[src/hw/sbm_pkg.sv]
// Shared constants and types for the serial bus master.
// Assumes a 100 MHz system clock and open-drain pins with external pullups.
package sbm_pkg;
  // Timing: a quarter of the shortest legal SCL period, rounded up
  localparam int CLK_PERIOD_NS = 10;
  localparam int SCL_PERIOD_NS = 10000;
  localparam int QTR_CYC       = (SCL_PERIOD_NS / 4 + CLK_PERIOD_NS - 1) / CLK_PERIOD_NS;
  // Cycles the synchronised strap and lines settle before sampling
  localparam int SETTLE_CYC    = 8;

  // Quarter phases of one SCL bit
  localparam logic [1:0] Q_DRIVE  = 2'h0;
  localparam logic [1:0] Q_RISE   = 2'h1;
  localparam logic [1:0] Q_SAMPLE = 2'h2;
  localparam logic [1:0] Q_FALL   = 2'h3;
  // Bit index of the acknowledge slot after eight data bits
  localparam logic [3:0] ACK_BIT  = 4'h8;
  localparam logic       RW_WRITE = 1'h0;
  localparam logic       RW_READ  = 1'h1;

  // Initialisation load format
  localparam logic [6:0] EEPROM_ADDR = 7'h50;
  localparam logic [7:0] END_OF_LIST = 8'hFF;
  localparam logic [7:0] REF_FIRST   = 8'h01;
  localparam logic [7:0] REF_LAST    = 8'h04;
  localparam logic [7:0] DATA_OFS    = 8'h01;
  localparam logic [7:0] REC_STRIDE  = 8'h08;
  localparam logic [2:0] DWORD_BYTES = 3'h4;
  localparam logic [2:0] ONE_BYTE    = 3'h1;

  // Line engine states
  typedef enum logic [2:0] {
    B_IDLE  = 3'b000,
    B_START = 3'b001,
    B_TX    = 3'b010,
    B_RX    = 3'b011,
    B_STOP  = 3'b100
  } sbm_bus_e;

  // Byte currently on the wire
  typedef enum logic [1:0] {
    P_ADDRW = 2'b00,
    P_INDEX = 2'b01,
    P_DATA  = 2'b10,
    P_ADDRR = 2'b11
  } sbm_phase_e;

  // Initialisation loader states
  typedef enum logic [1:0] {
    I_WAIT = 2'b00,
    I_REF  = 2'b01,
    I_DATA = 2'b10,
    I_DONE = 2'b11
  } sbm_init_e;

  // Software request: slave address, direction, word address, write data
  typedef struct packed {
    logic [6:0] dev_addr;
    logic       rd;
    logic [7:0] index;
    logic [7:0] wdata;
  } sbm_req_s;

  // Control/status byte; bus_detected_flag sits at bit 3
  typedef struct packed {
    logic       busy;
    logic       rd_valid;
    logic [1:0] rsvd_hi;
    logic       bus_detected_flag;
    logic       rom_err;
    logic       nack_err;
    logic       rsvd_lo;
  } sbm_status_s;

  // One loaded register: offset reference and its doubleword
  typedef struct packed {
    logic [7:0]  ref_ofs;
    logic [31:0] data;
  } sbm_load_s;
endpackage

[src/hw/sbm_serial_bus_master.sv]
// Standard-mode two-wire bus master with strap detection and EEPROM loader.
// Assumes pullups on both lines and that software waits for busy to drop.
`timescale 1ns/1ns

module sbm_serial_bus_master
  import sbm_pkg::*;
#(
  parameter int QTR = QTR_CYC
) (
  // Clock and reset
  input  wire logic        clk_sys,
  input  wire logic        arst_n,
  // Strap and open-drain pins
  input  wire logic        latch_strap,
  input  wire logic        multifunction_pin_four_i,
  output logic             multifunction_pin_four_o,
  output logic             multifunction_pin_four_oe,
  input  wire logic        multifunction_pin_one_i,
  output logic             multifunction_pin_one_o,
  output logic             multifunction_pin_one_oe,
  // Software access
  input  wire logic        sw_start,
  input  wire sbm_req_s    sw_req,
  input  wire logic        status_wr,
  input  wire logic [7:0]  status_wdata,
  output sbm_status_s      status,
  output logic [7:0]       rd_data,
  // Initialisation load results
  output logic             load_busy,
  output logic             load_valid,
  output sbm_load_s        load_word
);

  localparam int QW = $clog2(QTR);
  localparam int SW = $clog2(SETTLE_CYC + 1);

  // True for an offset reference the loader knows
  function automatic logic valid_ref(input logic [7:0] b);
    valid_ref = (b >= REF_FIRST) && (b <= REF_LAST);
  endfunction

  // Input synchronisers: {strap, data, clock}
  logic [2:0] raw_in;
  logic [2:0] s1_r;                   // First stage, read only by s2_r
  logic [2:0] s2_r;
  logic [2:0] s3_r;
  logic [2:0] filt_r;                 // Accepted level once s2 and s3 agree
  logic       scl_f;
  logic       sda_f;
  logic       latch_f;

  assign raw_in  = {latch_strap, multifunction_pin_one_i, multifunction_pin_four_i};
  assign scl_f   = filt_r[0];
  assign sda_f   = filt_r[1];
  assign latch_f = filt_r[2];

  // Three synchroniser flops and a filter flop per input; idle level high matches released lines
  generate
    for (genvar g = 0; g < 3; g++) begin : g_sync
      always_ff @(posedge clk_sys or negedge arst_n) begin
        if (!arst_n) begin
          s1_r[g]   <= 1'b1;
          s2_r[g]   <= 1'b1;
          s3_r[g]   <= 1'b1;
          filt_r[g] <= 1'b1;
        end else begin
          s1_r[g] <= raw_in[g];
          s2_r[g] <= s1_r[g];
          s3_r[g] <= s2_r[g];
          // Glitch of one cycle never reaches the filter output
          if (s2_r[g] == s3_r[g]) begin
            filt_r[g] <= s2_r[g];
          end
        end
      end
    end
  endgenerate

  // Strap detection state
  logic [SW-1:0] settle_r;            // Cycles since reset release
  logic          sampled_r;           // Strap has been judged
  logic          en_r;                // Interface enabled
  logic          det_r;               // Detected flag
  logic          det_set;
  sbm_status_s   wr_bits;             // Written status byte viewed as fields

  assign wr_bits = sbm_status_s'(status_wdata);
  assign det_set = !sampled_r && (settle_r == SW'(SETTLE_CYC))
                   && !latch_f && scl_f && sda_f;

  // Judge the strap once, after the synchronisers have settled
  always_ff @(posedge clk_sys or negedge arst_n) begin
    if (!arst_n) begin
      settle_r  <= '0;
      sampled_r <= 1'b0;
      en_r      <= 1'b0;
    end else if (!sampled_r) begin
      if (settle_r == SW'(SETTLE_CYC)) begin
        sampled_r <= 1'b1;
        en_r      <= det_set;
      end else begin
        settle_r <= settle_r + SW'(1);
      end
    end
  end

  // Detected flag: set wins over a simultaneous write-one clear
  always_ff @(posedge clk_sys or negedge arst_n) begin
    if (!arst_n) begin
      det_r <= 1'b0;
    end else if (det_set) begin
      det_r <= 1'b1;
    end else if (status_wr && wr_bits.bus_detected_flag) begin
      det_r <= 1'b0;
    end
  end

  // Transaction descriptor, owned by the sequencer
  logic [6:0] d_dev_r;
  logic       d_rd_r;
  logic [7:0] d_idx_r;
  logic [7:0] d_dat_r;
  logic [2:0] d_nrd_r;                // Bytes to receive
  logic       kick_r;                 // One-cycle start to the engine

  // Line engine state
  sbm_bus_e   st_r;
  sbm_phase_e ph_r;
  logic [1:0] qph_r;
  logic [3:0] bitn_r;
  logic [7:0] shf_r;
  logic [2:0] rcnt_r;
  logic       ackbad_r;               // Sampled acknowledge slot was high
  logic       nack_r;                 // Transaction saw a missing ack
  logic       done_r;                 // One-cycle end of transaction
  logic [31:0] rxw_r;                 // Received bytes, first one highest
  logic       scl_oe_r;
  logic       sda_oe_r;
  logic [QW-1:0] qcnt_r;
  logic       tick;

  assign tick = (qcnt_r == QW'(QTR - 1));

  // Quarter-bit timer; held at zero between transfers
  always_ff @(posedge clk_sys or negedge arst_n) begin
    if (!arst_n) begin
      qcnt_r <= '0;
    end else if (st_r == B_IDLE || tick) begin
      qcnt_r <= '0;
    end else begin
      qcnt_r <= qcnt_r + QW'(1);
    end
  end

  // Line engine: start, bytes with acknowledge, repeated start, stop
  always_ff @(posedge clk_sys or negedge arst_n) begin
    if (!arst_n) begin
      st_r     <= B_IDLE;
      ph_r     <= P_ADDRW;
      qph_r    <= Q_DRIVE;
      bitn_r   <= '0;
      shf_r    <= '0;
      rcnt_r   <= '0;
      ackbad_r <= 1'b0;
      nack_r   <= 1'b0;
      done_r   <= 1'b0;
      rxw_r    <= '0;
      scl_oe_r <= 1'b0;
      sda_oe_r <= 1'b0;
    end else begin
      done_r <= 1'b0;
      if (st_r == B_IDLE) begin
        // Lines stay released while idle, so SCL stops
        scl_oe_r <= 1'b0;
        sda_oe_r <= 1'b0;
        if (kick_r) begin
          st_r   <= B_START;
          ph_r   <= P_ADDRW;
          qph_r  <= Q_DRIVE;
          nack_r <= 1'b0;
          rcnt_r <= d_nrd_r;
        end
      end else if (tick) begin
        qph_r <= qph_r + 2'h1;
        unique case (st_r)
          B_START: begin
            unique case (qph_r)
              Q_DRIVE:  sda_oe_r <= 1'b0;   // Release data first; clock high from idle, low on a repeated start
              Q_RISE:   scl_oe_r <= 1'b0;
              Q_SAMPLE: sda_oe_r <= 1'b1;
              Q_FALL: begin
                scl_oe_r <= 1'b1;
                st_r     <= B_TX;
                bitn_r   <= '0;
                shf_r    <= {d_dev_r, (ph_r == P_ADDRR) ? RW_READ : RW_WRITE};
              end
            endcase
          end
          B_TX: begin
            unique case (qph_r)
              // Data moves only in the low quarter
              Q_DRIVE:  sda_oe_r <= (bitn_r == ACK_BIT) ? 1'b0 : !shf_r[7];
              Q_RISE:   scl_oe_r <= 1'b0;
              Q_SAMPLE: ackbad_r <= sda_f;
              Q_FALL: begin
                scl_oe_r <= 1'b1;
                if (bitn_r != ACK_BIT) begin
                  shf_r  <= {shf_r[6:0], 1'b0};
                  bitn_r <= bitn_r + 4'h1;
                end else if (ackbad_r) begin
                  nack_r <= 1'b1;
                  st_r   <= B_STOP;
                end else begin
                  bitn_r <= '0;
                  unique case (ph_r)
                    P_ADDRW: begin
                      ph_r  <= P_INDEX;
                      shf_r <= d_idx_r;
                    end
                    P_INDEX: begin
                      if (d_rd_r) begin
                        ph_r <= P_ADDRR;
                        st_r <= B_START;
                      end else begin
                        ph_r  <= P_DATA;
                        shf_r <= d_dat_r;
                      end
                    end
                    P_DATA:  st_r <= B_STOP;
                    P_ADDRR: st_r <= B_RX;
                  endcase
                end
              end
            endcase
          end
          B_RX: begin
            unique case (qph_r)
              // Released for data; ack driven except after the last byte
              Q_DRIVE:  sda_oe_r <= (bitn_r == ACK_BIT) && (rcnt_r != ONE_BYTE);
              Q_RISE:   scl_oe_r <= 1'b0;
              Q_SAMPLE: begin
                if (bitn_r != ACK_BIT) begin
                  shf_r <= {shf_r[6:0], sda_f};
                end
              end
              Q_FALL: begin
                scl_oe_r <= 1'b1;
                if (bitn_r != ACK_BIT) begin
                  bitn_r <= bitn_r + 4'h1;
                end else begin
                  bitn_r <= '0;
                  rxw_r  <= {rxw_r[23:0], shf_r};
                  rcnt_r <= rcnt_r - 3'h1;
                  if (rcnt_r == ONE_BYTE) begin
                    st_r <= B_STOP;
                  end
                end
              end
            endcase
          end
          B_STOP: begin
            unique case (qph_r)
              Q_DRIVE:  sda_oe_r <= 1'b1;
              Q_RISE:   scl_oe_r <= 1'b0;
              Q_SAMPLE: sda_oe_r <= 1'b0;
              Q_FALL: begin
                st_r   <= B_IDLE;
                done_r <= 1'b1;
              end
            endcase
          end
          default: st_r <= B_IDLE;
        endcase
      end
    end
  end

  // Sequencer and status
  sbm_init_e  ini_r;
  logic [7:0] ptr_r;                  // EEPROM word address of next record
  logic [7:0] ref_r;
  logic       busy_r;
  logic       rdv_r;
  logic       err_r;
  logic       rom_r;
  logic [7:0] rd_data_r;
  logic       load_valid_r;
  sbm_load_s  load_word_r;
  logic       sw_take;
  logic       rom_fail;
  logic [7:0] rxb;

  assign rxb     = rxw_r[7:0];
  // Software may only issue single-byte work once the loader is finished
  assign sw_take = sw_start && en_r && (ini_r == I_DONE) && !busy_r;
  assign rom_fail = done_r && (nack_r || ((ini_r == I_REF) && rxb != END_OF_LIST
                    && !valid_ref(rxb))) && (ini_r == I_REF || ini_r == I_DATA);

  // Loader walks records at the EEPROM, then hands the bus to software
  always_ff @(posedge clk_sys or negedge arst_n) begin
    if (!arst_n) begin
      ini_r        <= I_WAIT;
      ptr_r        <= '0;
      ref_r        <= '0;
      d_dev_r      <= '0;
      d_rd_r       <= 1'b0;
      d_idx_r      <= '0;
      d_dat_r      <= '0;
      d_nrd_r      <= '0;
      kick_r       <= 1'b0;
      load_valid_r <= 1'b0;
      load_word_r  <= '0;
    end else begin
      kick_r       <= 1'b0;
      load_valid_r <= 1'b0;
      unique case (ini_r)
        I_WAIT: begin
          if (sampled_r) begin
            if (en_r) begin
              ini_r   <= I_REF;
              d_dev_r <= EEPROM_ADDR;
              d_rd_r  <= RW_READ;
              d_idx_r <= ptr_r;
              d_nrd_r <= ONE_BYTE;
              kick_r  <= 1'b1;
            end else begin
              ini_r <= I_DONE;
            end
          end
        end
        I_REF: begin
          if (rom_fail || (done_r && rxb == END_OF_LIST)) begin
            ini_r <= I_DONE;
          end else if (done_r) begin
            ref_r   <= rxb;
            d_idx_r <= ptr_r + DATA_OFS;
            d_nrd_r <= DWORD_BYTES;
            kick_r  <= 1'b1;
            ini_r   <= I_DATA;
          end
        end
        I_DATA: begin
          if (rom_fail) begin
            ini_r <= I_DONE;
          end else if (done_r) begin
            load_valid_r <= 1'b1;
            load_word_r  <= '{ref_ofs: ref_r, data: rxw_r};
            ptr_r        <= ptr_r + REC_STRIDE;
            d_idx_r      <= ptr_r + REC_STRIDE;
            d_nrd_r      <= ONE_BYTE;
            kick_r       <= 1'b1;
            ini_r        <= I_REF;
          end
        end
        I_DONE: begin
          if (sw_take) begin
            d_dev_r <= sw_req.dev_addr;
            d_rd_r  <= sw_req.rd;
            d_idx_r <= sw_req.index;
            d_dat_r <= sw_req.wdata;
            d_nrd_r <= ONE_BYTE;
            kick_r  <= 1'b1;
          end
        end
      endcase
    end
  end

  // Software status: read valid and NACK error cleared by the next start, set by the engine; ROM error held until reset
  always_ff @(posedge clk_sys or negedge arst_n) begin
    if (!arst_n) begin
      busy_r    <= 1'b0;
      rdv_r     <= 1'b0;
      err_r     <= 1'b0;
      rom_r     <= 1'b0;
      rd_data_r <= '0;
    end else begin
      if (rom_fail) begin
        rom_r <= 1'b1;
      end
      if (sw_take) begin
        busy_r <= 1'b1;
        rdv_r  <= 1'b0;
        err_r  <= 1'b0;
      end else if (busy_r && done_r) begin
        busy_r <= 1'b0;
        err_r  <= nack_r;
        rdv_r  <= d_rd_r && !nack_r;
        if (d_rd_r && !nack_r) begin
          rd_data_r <= rxb;
        end
      end
    end
  end

  // Pins go live only when the strap selected the serial interface
  assign multifunction_pin_four_o  = 1'b0;
  assign multifunction_pin_one_o   = 1'b0;
  assign multifunction_pin_four_oe = en_r && scl_oe_r;
  assign multifunction_pin_one_oe  = en_r && sda_oe_r;

  assign status = '{busy: busy_r, rd_valid: rdv_r, rsvd_hi: 2'h0,
                    bus_detected_flag: det_r, rom_err: rom_r,
                    nack_err: err_r, rsvd_lo: 1'b0};
  assign rd_data    = rd_data_r;
  assign load_busy  = (ini_r != I_DONE);
  assign load_valid = load_valid_r;
  assign load_word  = load_word_r;

endmodule
[config.mk]
export PLATFORM = sky130hd
export DESIGN_NAME = sbm_serial_bus_master
export DESIGN_NICKNAME = d
export VERILOG_FILES = /design/src/hw/sbm_pkg.sv /design/src/hw/sbm_serial_bus_master.sv
export SDC_FILE = /design/constraint.sdc
export NUM_CORES = 1
export LEC_CHECK = 0
export BUFFER_PORTS_ARGS = -buffer_cell sky130_fd_sc_hd__buf_4
export CAP_MARGIN = 20
export CORE_MARGIN = 1
export CORE_UTILIZATION = 40
export DETAILED_ROUTE_END_ITERATION = 6
export GPL_TIMING_DRIVEN = 0
export REMOVE_ABC_BUFFERS = 1
export SYNTH_ARGS = -nofsm -noshare
export SYNTH_HDL_FRONTEND = slang
export SYNTH_SLANG_ARGS = --single-unit
[constraint.sdc]
create_clock -name clk_sys -period 2.6 [get_ports clk_sys]
set_input_delay 0.13 -clock clk_sys [delete_from_list [all_inputs] [get_ports clk_sys]]
set_output_delay 0.13 -clock clk_sys [all_outputs]
set_load 0.02 [all_outputs]
== Yosys cells after proc, flatten, opt, wreduce, memory -nomap -nowiden ==
Cells that the tools add are included.
Widths: inputs -> output; s select.

* Flip-flop bits (word level): 185
* Bits of input ports: 39
* Output and inout port bits: 62
* Logic and storage cells: 311

* Add/sub/neg operators: 7
* $lt $le $gt $ge: 2
* Equality and inequality tests: 60
* Mux-type cells: 122
* Bitwise gates (word level): 7
* Reductions and logical operators: 67

{| class="wikitable"
|+ Operator list
! kind !! count
|-
| $mux 8 || 15
|-
| $mux 3 || 25
|-
| $mux 1 || 41
|-
| $pmux 8 s4 || 1
|-
| $mux 2 || 15
|-
| $ne 2x2->1 const B || 15
|-
| $ne 3x3->1 const B || 10
|-
| $mux 4 || 6
|-
| $pmux 3 s4 || 2
|-
| $pmux 8 s3 || 1
|-
| $mux 7 || 3
|-
| $reduce_and 7->1 || 3
|-
| $logic_and 1x1->1 || 19
|-
| $add 8x1->8 const B || 2
|-
| $eq 8x8->1 const B || 2
|-
| $ne 4x4->1 const B || 4
|-
| $pmux 8 s2 || 1
|-
| $reduce_and 4->1 || 4
|-
| $reduce_bool 2->1 || 8
|-
| $pmux 7 s2 || 1
|-
| $eq 2x2->1 const B || 6
|-
| $pmux 4 s3 || 1
|-
| $reduce_and 6->1 || 2
|-
| $reduce_bool 3->1 || 4
|-
| other kinds (37) || 74
|}

== Depth between registers and ports, before layout ==
Gate-level depths: netlist of the first run.

* Depth in word-level cells: 10
* Gate-level depth with buffers: 9
* Depth with buffers taken out: 7

== Worst setup path after synthesis of the first run ==
OpenSTA, ideal clock, no wires.

* Path type: reg-to-reg
* Start point: reg ini_r[1]
* End point: reg load_word_r (netlist bit load_word[0])
* Library setup time: 0.128 ns
* Arrival: 2.128 ns
* Data required time: 2.472 ns
* Slack: 0.344 ns
* Cell stages (with the launch flop): 8
* Cell sequence: dfrtp_1 -> inv_1 -> ha_1 -> clkbuf_1 -> nand2_1 -> o311ai_2 -> buf_2 -> mux2_1

* Cells in the longest elaborated chain, start to end: 8

{| class="wikitable"
|+ Ends and longest elaborated chain
! element !! RTL line !! text
|-
| start: declaration || sbm_serial_bus_master.sv:279 || <nowiki>sbm_init_e ini_r;</nowiki>
|-
| start signal: assignment || sbm_serial_bus_master.sv:302 || <nowiki>ini_r <= I_WAIT;</nowiki>
|-
| start signal: assignment || sbm_serial_bus_master.sv:320 || <nowiki>ini_r <= I_REF;</nowiki>
|-
| start signal: assignment || sbm_serial_bus_master.sv:327 || <nowiki>ini_r <= I_DONE;</nowiki>
|-
| $eq 2x1->1 || sbm_serial_bus_master.sv:296, sbm_serial_bus_master.sv:297 ||
|-
| $logic_and 1x1->1 || sbm_serial_bus_master.sv:296 || <nowiki>assign rom_fail = done_r && (nack_r || ((ini_r == I_REF) && rxb != END_OF_LIST</nowiki>
|-
| $logic_and 1x1->1 || sbm_serial_bus_master.sv:297 || <nowiki>&& !valid_ref(rxb))) && (ini_r == I_REF || ini_r == I_DATA);</nowiki>
|-
| $logic_or 1x1->1 || sbm_serial_bus_master.sv:296 ||
|-
| $logic_and 1x1->1 || sbm_serial_bus_master.sv:296 ||
|-
| $logic_and 1x1->1 || sbm_serial_bus_master.sv:297 ||
|-
| $not 1->1 (no line) || n/a ||
|-
| $reduce_and 3->1 (no line) (*) || n/a ||
|-
| end signal: assignment || sbm_serial_bus_master.sv:347 || <nowiki>load_word_r <= '{ref_ofs: ref_r, data: rxw_r};</nowiki>
|-
| end: declaration || sbm_serial_bus_master.sv:288 || <nowiki>sbm_load_s load_word_r;</nowiki>
|}

Every way passes the cells marked *; elsewhere a longest branch is shown, timed or not.
A chain may end at the register's enable or synchronous reset.

== Worst setup path after layout of the first run ==
* Start point: reg rxw_r[0]
* End point: reg ref_r[1]

* Cells in the longest elaborated chain, start to end: 10

{| class="wikitable"
|+ Ends and longest elaborated chain
! element !! RTL line !! text
|-
| start: declaration || sbm_serial_bus_master.sv:136 || <nowiki>logic [31:0] rxw_r;</nowiki>
|-
| start signal: assignment || sbm_serial_bus_master.sv:252 || <nowiki>rxw_r <= {rxw_r[23:0], shf_r};</nowiki>
|-
| $ge 8x1->1 or $le 8x3->1 (tied branches) || sbm_serial_bus_master.sv:39 || <nowiki>valid_ref = (b >= REF_FIRST) && (b <= REF_LAST);</nowiki>
|-
| $logic_and 1x1->1 || sbm_serial_bus_master.sv:39 ||
|-
| $logic_not 1->1 || sbm_serial_bus_master.sv:297 ||
|-
| $logic_and 1x1->1 || sbm_serial_bus_master.sv:297 ||
|-
| $logic_or 1x1->1 || sbm_serial_bus_master.sv:296 ||
|-
| $logic_and 1x1->1 || sbm_serial_bus_master.sv:296 ||
|-
| $logic_and 1x1->1 || sbm_serial_bus_master.sv:297 ||
|-
| $logic_or 1x1->1 (*) || sbm_serial_bus_master.sv:332 || <nowiki>if (rom_fail || (done_r && rxb == END_OF_LIST)) begin</nowiki>
|-
| $not 1->1 (no line) (*) || n/a ||
|-
| $reduce_and 3->1 (no line) (*) || n/a ||
|-
| end signal: assignment || sbm_serial_bus_master.sv:335 || <nowiki>ref_r <= rxb;</nowiki>
|-
| end: declaration || sbm_serial_bus_master.sv:281 || <nowiki>logic [7:0] ref_r;</nowiki>
|}

Marks and branches as above.

==> results of run 1 <==
[where the power goes]
part | switching [uW] | total [uW] | internal (uW) | leakage [uW]
Sequential | 101 | 3060 | 2960 | 0.00240
Clock | 1280 | 2580 | 1300 | 0.000287
Combinational | 679 | 1180 | 500 | 0.00226
Total | 2060 | 6830 | 4770 | 0.00495
[cells by family (layout without fill, tap and decap cells)]
kind of cell	after synthesis	in the layout	synth area share
AOI/OAI and AO/OA	120	120	0.1012
xor gates and xnor gates	12	12	0.01286
adders and majority gates	21	21	0.03122
buffers and inverters	66	188	0.03719
DFF	181	181	0.5559
muxes	123	123	0.1713
other	1	5	0.0004587
and+or+nand+nor	146	146	0.08999
[final timing paths]
kind	start	end	slack, ps	cells after the start
setup reg to reg	rxw_r[0]$_DFFE_PN0P_	ref_r[1]$_DFFE_PN0P_	130	5
max in group asynchronous	arst_n	rxw_r[5]$_DFFE_PN0P_	1420	3
min in group asynchronous	arst_n	settle_r[2]$_DFFE_PN0P_	210	2
hold reg to reg	s1_r[0]$_DFF_PN1_	s2_r[0]$_DFF_PN1_	360	0
hold / removal	sw_req[15]	d_idx_r[7]$_DFFE_PN0P_	30	3
setup / recovery	rxw_r[0]$_DFFE_PN0P_	ref_r[1]$_DFFE_PN0P_	130	5
[cell usage after synthesis (5+ instances only)]
cell type  count
a211oi_1      12
a21o_1        13
a21oi_1       18
and2_1         5
buf_2          6
buf_4         11
clkbuf_1      17
dfrtp_1      169
dfstp_2       12
ha_1          18
inv_1         28
mux2_1        54
mux2_2        49
mux2_4         8
mux2i_1       12
nand2_1       42
nand3_1       17
nand4_1        5
nor2_1        32
nor2b_1        6
nor3_1         8
o21ai_0       26
o21ai_1        7
o22ai_1        5
o31ai_1        5
xnor2_1        8
[layer usage]
metal  track usage  part of all wire  up-vias
met5             0                 0        -
met4       0.06809             0.019        0
met3       0.03931             0.041       21
met2        0.2873              0.49      138
met1        0.2353              0.45     2840
li1              -                 -     2597
[registers in the layout, indices dropped and copies added (netlist names), 4 cells and up]
register and flops:
load_word 40, rxw_r 32, d_dat_r 8, d_idx_r 8, qcnt_r 8, rd_data 8, ref_r 8, shf_r 8
d_dev_r 7, ptr_r 5, bitn_r 4, settle_r 4
[per-stage QoR]
stage,setup TNS [ps],hold slack [ps],std cells,util
after global placement,-142680,238.4,990,0.4558
after global routing,0,38.03,1061,0.5115
after floorplan,-39900,-165.6,637,-
after detailed placement,-4846,91.40,995,0.4628
final,0,32.63,1061,0.5115
after CTS,0,31.70,1053,0.5073
[worst max-delay path, stage by stage, from the launching register on]
cell       delay (ps)
dfrtp_1           490
or3b_1            510
a2111oi_2         500
o22ai_1           190
or2_4             350
mux2_4            310
[area by class of cell]
type	count	share of cell area
clock inverters	15	0.01749
flip-flops and latches	181	0.4506
repair buffers	127	0.1074
well taps	265	0.03288
multi-input cells	427	0.3383
clock buffers	17	0.04218
inverters	29	0.01104
[what timing repair did]
| action | CTS | global route |
|---|---|---|
| endpoints found under the hold margin | 79 | 0 |
| endpoints found under the setup margin | 46 | 26 |
| setup buffers | 2 | 8 |
| pin swaps | 3 | 3 |
| hold buffers | 24 | 0 |
| resized for setup | 6 | 4 |
==> out/metrics.yaml, run 1 <==
finalSetupViolations: 0
timing.final.ws_setup_ps: 126.6
die_y_microns: 145.0
syn-mean-instance-area_sq_um: 12.20
ys.flop_type: "dfrtp_1"
endpoint_kind: "flop"
cts_sinks: 181
regArea_sq_um: 4544
root_buffer: "clkbuf_16"
drv_cap: 0
power_density_nw_per_um2: 677.0
boundaryPins: 101
hpwl_microns: 12260
yosysTopAreaCellShare: 0.5173
fin_area_sq_um: 10080
slew_violations: 0
drt_iter0_drc: 351
tightest_slew_ps: 927.4
layout-drive-gt1-share: 0.2764
antennaDiodeCount: 0
skew_ps: 18.62
clkTransAtPathRegs_ps: 80
crit_type: "reg -> reg"
grt_pass1_vias: 5624
core_area_sq_um: 19720
mostFrequentLayoutCells: "169 x dfrtp_1, 97 x buf_4, 54 x mux2_1"
path_max_fanout: 9
overflow: 0
p_leak_uw: 0.004952
totalWireLength_microns: 17950
via_count: 5596
min_path_type: "in -> reg"
layout_commonest_cell: "dfrtp_1"
cp.arrival_ps: 2790
place.gp.congestion: 0.8795
yosysUniqueCellTypes: 70
required_ps: 2920
synth-edff-count: 0
fill_cells: 1757
synth-seq-area-share: 0.5559
track_usage: 0.1787
grt_max_degree: 125
clock_latency_ps: 440
antenna_found_initial: 0
placed_area_sq_um: 9126
rows: 51
max_freq_ghz: 0.4043
syn2layout_area_growth_pct: 23.36
synth-async-reset-ratio: 1.000
period_share: 0.9513
start_util: 0.4146
netlist_area_sq_um: 8175
nNetsFinal: 840
clk_path_buf_depth: 2
multi_input_area_sq_um: 3412
via_per_inst: 5.274
cts_tree: "yes"
dieArea_sq_um: 21010
yosys_warnings: 0
cts_max_level: 4
synth.area.top_cells: "dfrtp_1 52%, mux2_1 7.4%, mux2_2 6.7%, dfstp_2 3.9%, ha_1 2.8%"
die_w_microns: 145.0
grt_first_pass_wirelength_microns: 29450
numPortBuffers: 88
dp_slack_ps: -264.4
syn_inst: 670
cts_made_buffers: 17
finalPower_uw: 6827
post_drt_wl_per_cell_microns: 16.92
period_minus_slack_ps: 2473
status: "completed"
drcViolationCount: 0
ys_seq_elements: 181
ant_nets: 0
dr.pass1.iters: 4
yosys.area.top_type: "dfrtp_1"
start_kind: "flop"
slew_headroom: 0.3808
hold_viol: 0
peakVddDrop_v: 0.0004950
rsz0062_at_grt: "no"
Power figures use the tool's default switching activity.
==> run 2, diff against run 1 <==
Settings changed: CELL_PAD_IN_SITES_DETAIL_PLACEMENT set to 0, CELL_PAD_IN_SITES_GLOBAL_PLACEMENT set to 1, GPL_ROUTABILITY_DRIVEN set to 0, MAX_ROUTING_LAYER set to met4, PLACE_DENSITY_LB_ADDON set to 0.1.
==> out/metrics.yaml, run 2 (synthesis gave the netlist of run 1 again) <==
root_buffer: "clkbuf_16"
drv_cap: 0
dieArea_sq_um: 21010
status: "completed"
endpoint_kind: "flop"
slew_headroom: 0.3645
reg2reg_to: "ptr_r[4]$_DFFE_PN0P_"
die_w_microns: 145.0
cts_tree: "yes"
max_freq_ghz: 0.3997
syn2layout_area_growth_pct: 23.83
overflow: 0
cp_slowest_cell: "or4_1"
via_count: 5517
start_util: 0.4146
start_kind: "flop"
layout-drive-gt1-share: 0.2733
clkTransAtPathRegs_ps: 70
hpwl_microns: 12410
ant_nets: 0
cp_cell_sequence: "or4_1, a211oi_4, o311ai_4, buf_16, inv_4, mux2_1"
core_area_sq_um: 19720
die_y_microns: 145.0
period_minus_slack_ps: 2502
track_usage: 0.1888
cp_top_family: "simple AND/OR/NAND/NOR gates"
finalPower_uw: 6933
slowest_delay_ps: 650
finalSetupTns_ps: 0
finalSetupViolations: 0
hold_viol: 0
timing.final.ws_setup_ps: 97.85
reg2reg_setup_slack_ps: 100
holdPathEnd: "d_idx_r[5]$_DFFE_PN0P_"
clk_path_buf_depth: 2
period_share: 0.9624
required_ps: 2920
power_density_nw_per_um2: 684.8
p_leak_uw: 0.004968
layout_commonest_cell: "dfrtp_1"
totalWireLength_microns: 17990
dr.pass1.iters: 4
nNetsFinal: 838
r2r-start: "rxw_r[6]$_DFFE_PN0P_"
use_met1: 0.2604
numPortBuffers: 88
antennaDiodeCount: 0
hold_depth: 3
cts_made_buffers: 17
tightest_slew_ps: 951.8
drcViolationCount: 0
antenna_found_initial: 0
cts_max_level: 4
slew_violations: 0
grt_use_met2: 0.2827
cts_sinks: 181
clock_latency_ps: 430
skew_ps: 11.52
min_from: "sw_req[13]"
drt_iter0_drc: 257
cp.buffers_inverters: 2
met3_usage: 0.03711
peakVddDrop_v: 0.0004039
via_per_inst: 5.210
r2r_cells: 6
rsz0062_at_grt: "no"
boundaryPins: 101
cp.arrival_ps: 2820
top_usage_layer: "met2"
dp_slack_ps: -324.6
rows: 51
mostFrequentLayoutCells: "169 x dfrtp_1, 93 x buf_4, 54 x mux2_1"
path_max_fanout: 13
largest_reg_flops: 40
grt_pass1_vias: 5589
min_path_type: "in -> reg"
grt_first_pass_wirelength_microns: 30340
grt_max_degree: 112
crit_type: "reg -> reg"
fill_cells: 1717
post_drt_wl_per_cell_microns: 16.99
-- run 2: worst max path at each step --
stage / from / to / slack (ps) / depth (start not counted)
6_report: rxw_r[6]$_DFFE_PN0P_ / ptr_r[4]$_DFFE_PN0P_ / 100 / 6
5_1_grt: ini_r[1]$_DFFE_PN0P_ / load_word[1]$_DFFE_PN0P_ / 8 / 7
4_1_cts: qcnt_r[1]$_DFF_PN0_ / rxw_r[31]$_DFFE_PN0P_ / 20 / 9
3_5_place_dp: qcnt_r[1]$_DFF_PN0_ / rxw_r[31]$_DFFE_PN0P_ / -320 / 9
3_3_place_gp: ini_r[1]$_DFFE_PN0P_ / ptr_r[5]$_DFFE_PN0P_ / -2650 / 7
2_1_floorplan: ini_r[1]$_DFFE_PN0P_ / ptr_r[5]$_DFFE_PN0P_ / -890 / 7
-- run 2: per-layer routing --
layer | up-vias | part of all wire
met3 | 14 | 0.033
met1 | 2807 | 0.49
met5 | - | 0
met4 | 0 | 0.0098
li1 | 2597 | -
met2 | 99 | 0.47
-- run 2: what timing repair did --
item                       4_1_cts  5_1_grt
hold buffers                    24        0
hold endpoints to repair        80        0
cloned                           0        0
pin swaps                        2        4
resized for setup                8        3
setup buffers                    2        5
setup endpoints to repair       67       25
-- run 2: power by group --
| group | switching, uW | internal, uW | total [uW] |
|---|---|---|---|
| Clock | 1220 | 1390 | 2610 |
| Sequential | 101 | 2960 | 3060 |
| Combinational | 703 | 554 | 1260 |
| Total | 2030 | 4910 | 6930 |
-- run 2: stage by stage --
step | std cells | cell area [sq um] | util | hold WS [ps]
finish | 1059 | 10120 | 0.5134 | 30.54
global route | 1059 | 10120 | 0.5134 | 43.17
CTS | 1054 | 10040 | 0.5091 | 22.10
detailed placement | 996 | 9146 | 0.4639 | 138.5
global placement | 990 | 8987 | 0.4558 | 238.8
floorplan | 637 | 7995 | - | -165.6
-- run 2: cell type report --
| cell class | instances | area (sq um) | area share |
|---|---|---|---|
| clock buffers | 18 | 429.2 | 0.04239 |
| inverters | 29 | 111.4 | 0.01100 |
| multi-input cells | 427 | 3422 | 0.3380 |
| flip-flops and latches | 181 | 4544 | 0.4489 |
| well taps | 265 | 331.6 | 0.03275 |
| clock inverters | 14 | 178.9 | 0.01767 |
| repair buffers | 125 | 1106 | 0.1093 |
-- run 2: tightest hold or removal path, stage by stage --
cell and delay, ps:
buf_4 80, a222oi_1 80, mux2i_1 120
==> run 3, diff against run 2 <==
Clock period 2.6 ns to 2.3 ns, I/O delays scaled along.
==> out/metrics.yaml, run 3 (synthesis gave the netlist of run 1 again) <==
rsz0062_at_grt: "yes"
start_util: 0.4146
cp_slowest_cell: "or4_4"
totalWireLength_microns: 18280
p_leak_uw: 0.005104
grt_pass1_vias: 5639
root_buffer: "clkbuf_16"
layout_commonest_cell: "dfrtp_1"
status: "completed"
largest_reg_flops: 40
mostFrequentLayoutCells: "157 x dfrtp_1, 112 x buf_4, 49 x mux2_2"
cts_tree: "yes"
crit_type: "reg -> reg"
cts_made_buffers: 17
clk_path_buf_depth: 2
clkTransAtPathRegs_ps: 70
finalPower_uw: 7860
via_count: 5609
postLayoutCoreUtil: 0.5295
overflow: 0
antennaDiodeCount: 0
grt_first_pass_wirelength_microns: 30600
required_ps: 2610
antenna_found_initial: 0
drcViolationCount: 0
slew_violations: 0
dr.pass1.iters: 5
boundaryPins: 101
post_drt_wl_per_cell_microns: 16.93
slowest_delay_ps: 580
layout-drive-gt1-share: 0.3350
dieArea_sq_um: 21010
hold_viol: 0
cp.arrival_ps: 2560
track_usage: 0.1900
placed_cells: 996
skew_ps: 11.46
cp_cell_sequence: "or4_4, a211oi_4, o311ai_4, clkbuf_16, buf_12, mux2_1"
die_y_microns: 145.0
grt_max_degree: 112
hpwl_microns: 12410
tightest_slew_ps: 643.7
core_area_sq_um: 19720
via_per_inst: 5.194
ant_nets: 0
power_density_nw_per_um2: 752.9
layout.cells.non_filler: 1080
period_minus_slack_ps: 2245
peakVddDrop_v: 0.0004527
cts_max_level: 4
start_kind: "flop"
syn2layout_area_growth_pct: 27.70
finalSetupViolations: 0
die_w_microns: 145.0
slew_headroom: 0.5680
drv_cap: 0
min_path_type: "in -> reg"
clock_latency_ps: 430
path_max_fanout: 14
nNetsFinal: 859
period_share: 0.9761
max_freq_ghz: 0.4454
cts_sinks: 181
numPortBuffers: 88
drt_iter0_drc: 233
endpoint_kind: "flop"
rows: 51
## run 3: worst max-delay path: cells and delay by family, from the launching register on
family          cells  cell delay [ps]
compound gates      2              470
buf+inv             2              350
flops               1              410
mux                 1              310
simple gates        1              580
## run 3: repair_timing
action                                  in CTS  in global routing
hold buffers                                24                  0
pin swaps                                    6                  8
gates resized for setup                     35                 21
hold endpoints to repair                    80                  0
setup buffers                               11                 17
endpoints found under the setup margin     113                 98
## run 3: final cells by class
cell class	instances	area, sq um
multi-input cells	427	3537
inverters	29	121.4
fillers	1690	9278
flip-flops and latches	181	4559
well taps	265	331.6
repair buffers	146	1282
clock buffers	18	429.2
clock inverters	14	178.9
## run 3: final timing paths
kind                                       from                         to  slack [ps]  cells after the start
max                        rxw_r[6]$_DFFE_PN0P_  load_word[39]$_DFFE_PN0P_          50                      6
min                                  sw_req[13]     d_idx_r[5]$_DFFE_PN0P_          20                      3
min reg2reg                   s1_r[0]$_DFF_PN1_          s2_r[0]$_DFF_PN1_         360                      0
max in group asynchronous                arst_n       rxw_r[5]$_DFFE_PN0P_        1130                      3
max reg2reg                rxw_r[6]$_DFFE_PN0P_  load_word[39]$_DFFE_PN0P_          50                      6
min in group asynchronous                arst_n        qcnt_r[4]$_DFF_PN0_         230                      2
## run 3: routing by layer
layer  wire (microns)  vias up  GRT usage  share of wire
met5                0        -          -              0
met4              176        0    0.05266         0.0096
met3              690       14    0.03679          0.038
met2             8668      108     0.2863           0.47
met1             8743     2844     0.2611           0.48
li1                 -     2643          -              -
## run 3: stage by stage
stage               setup slack (ps)  instance area, sq um  hold WS, ps  setup TNS, ps
finish                         54.87                 10440        24.71              0
global route                  -14.18                 10440        28.18         -54.07
CTS                           -27.47                 10220        7.090         -420.3
detailed placement            -624.6                  9146        123.5         -38540
global placement               -2954                  8987        223.8        -188140
floorplan                      -1188                  7995       -180.6         -66830
## run 3: report_power, final
group / internal, uW / leakage, uW / switching, uW
Clock: 1570 / 0.000298 / 1390
Combinational: 634 / 0.00242 / 804
Sequential: 3350 / 0.00239 / 113
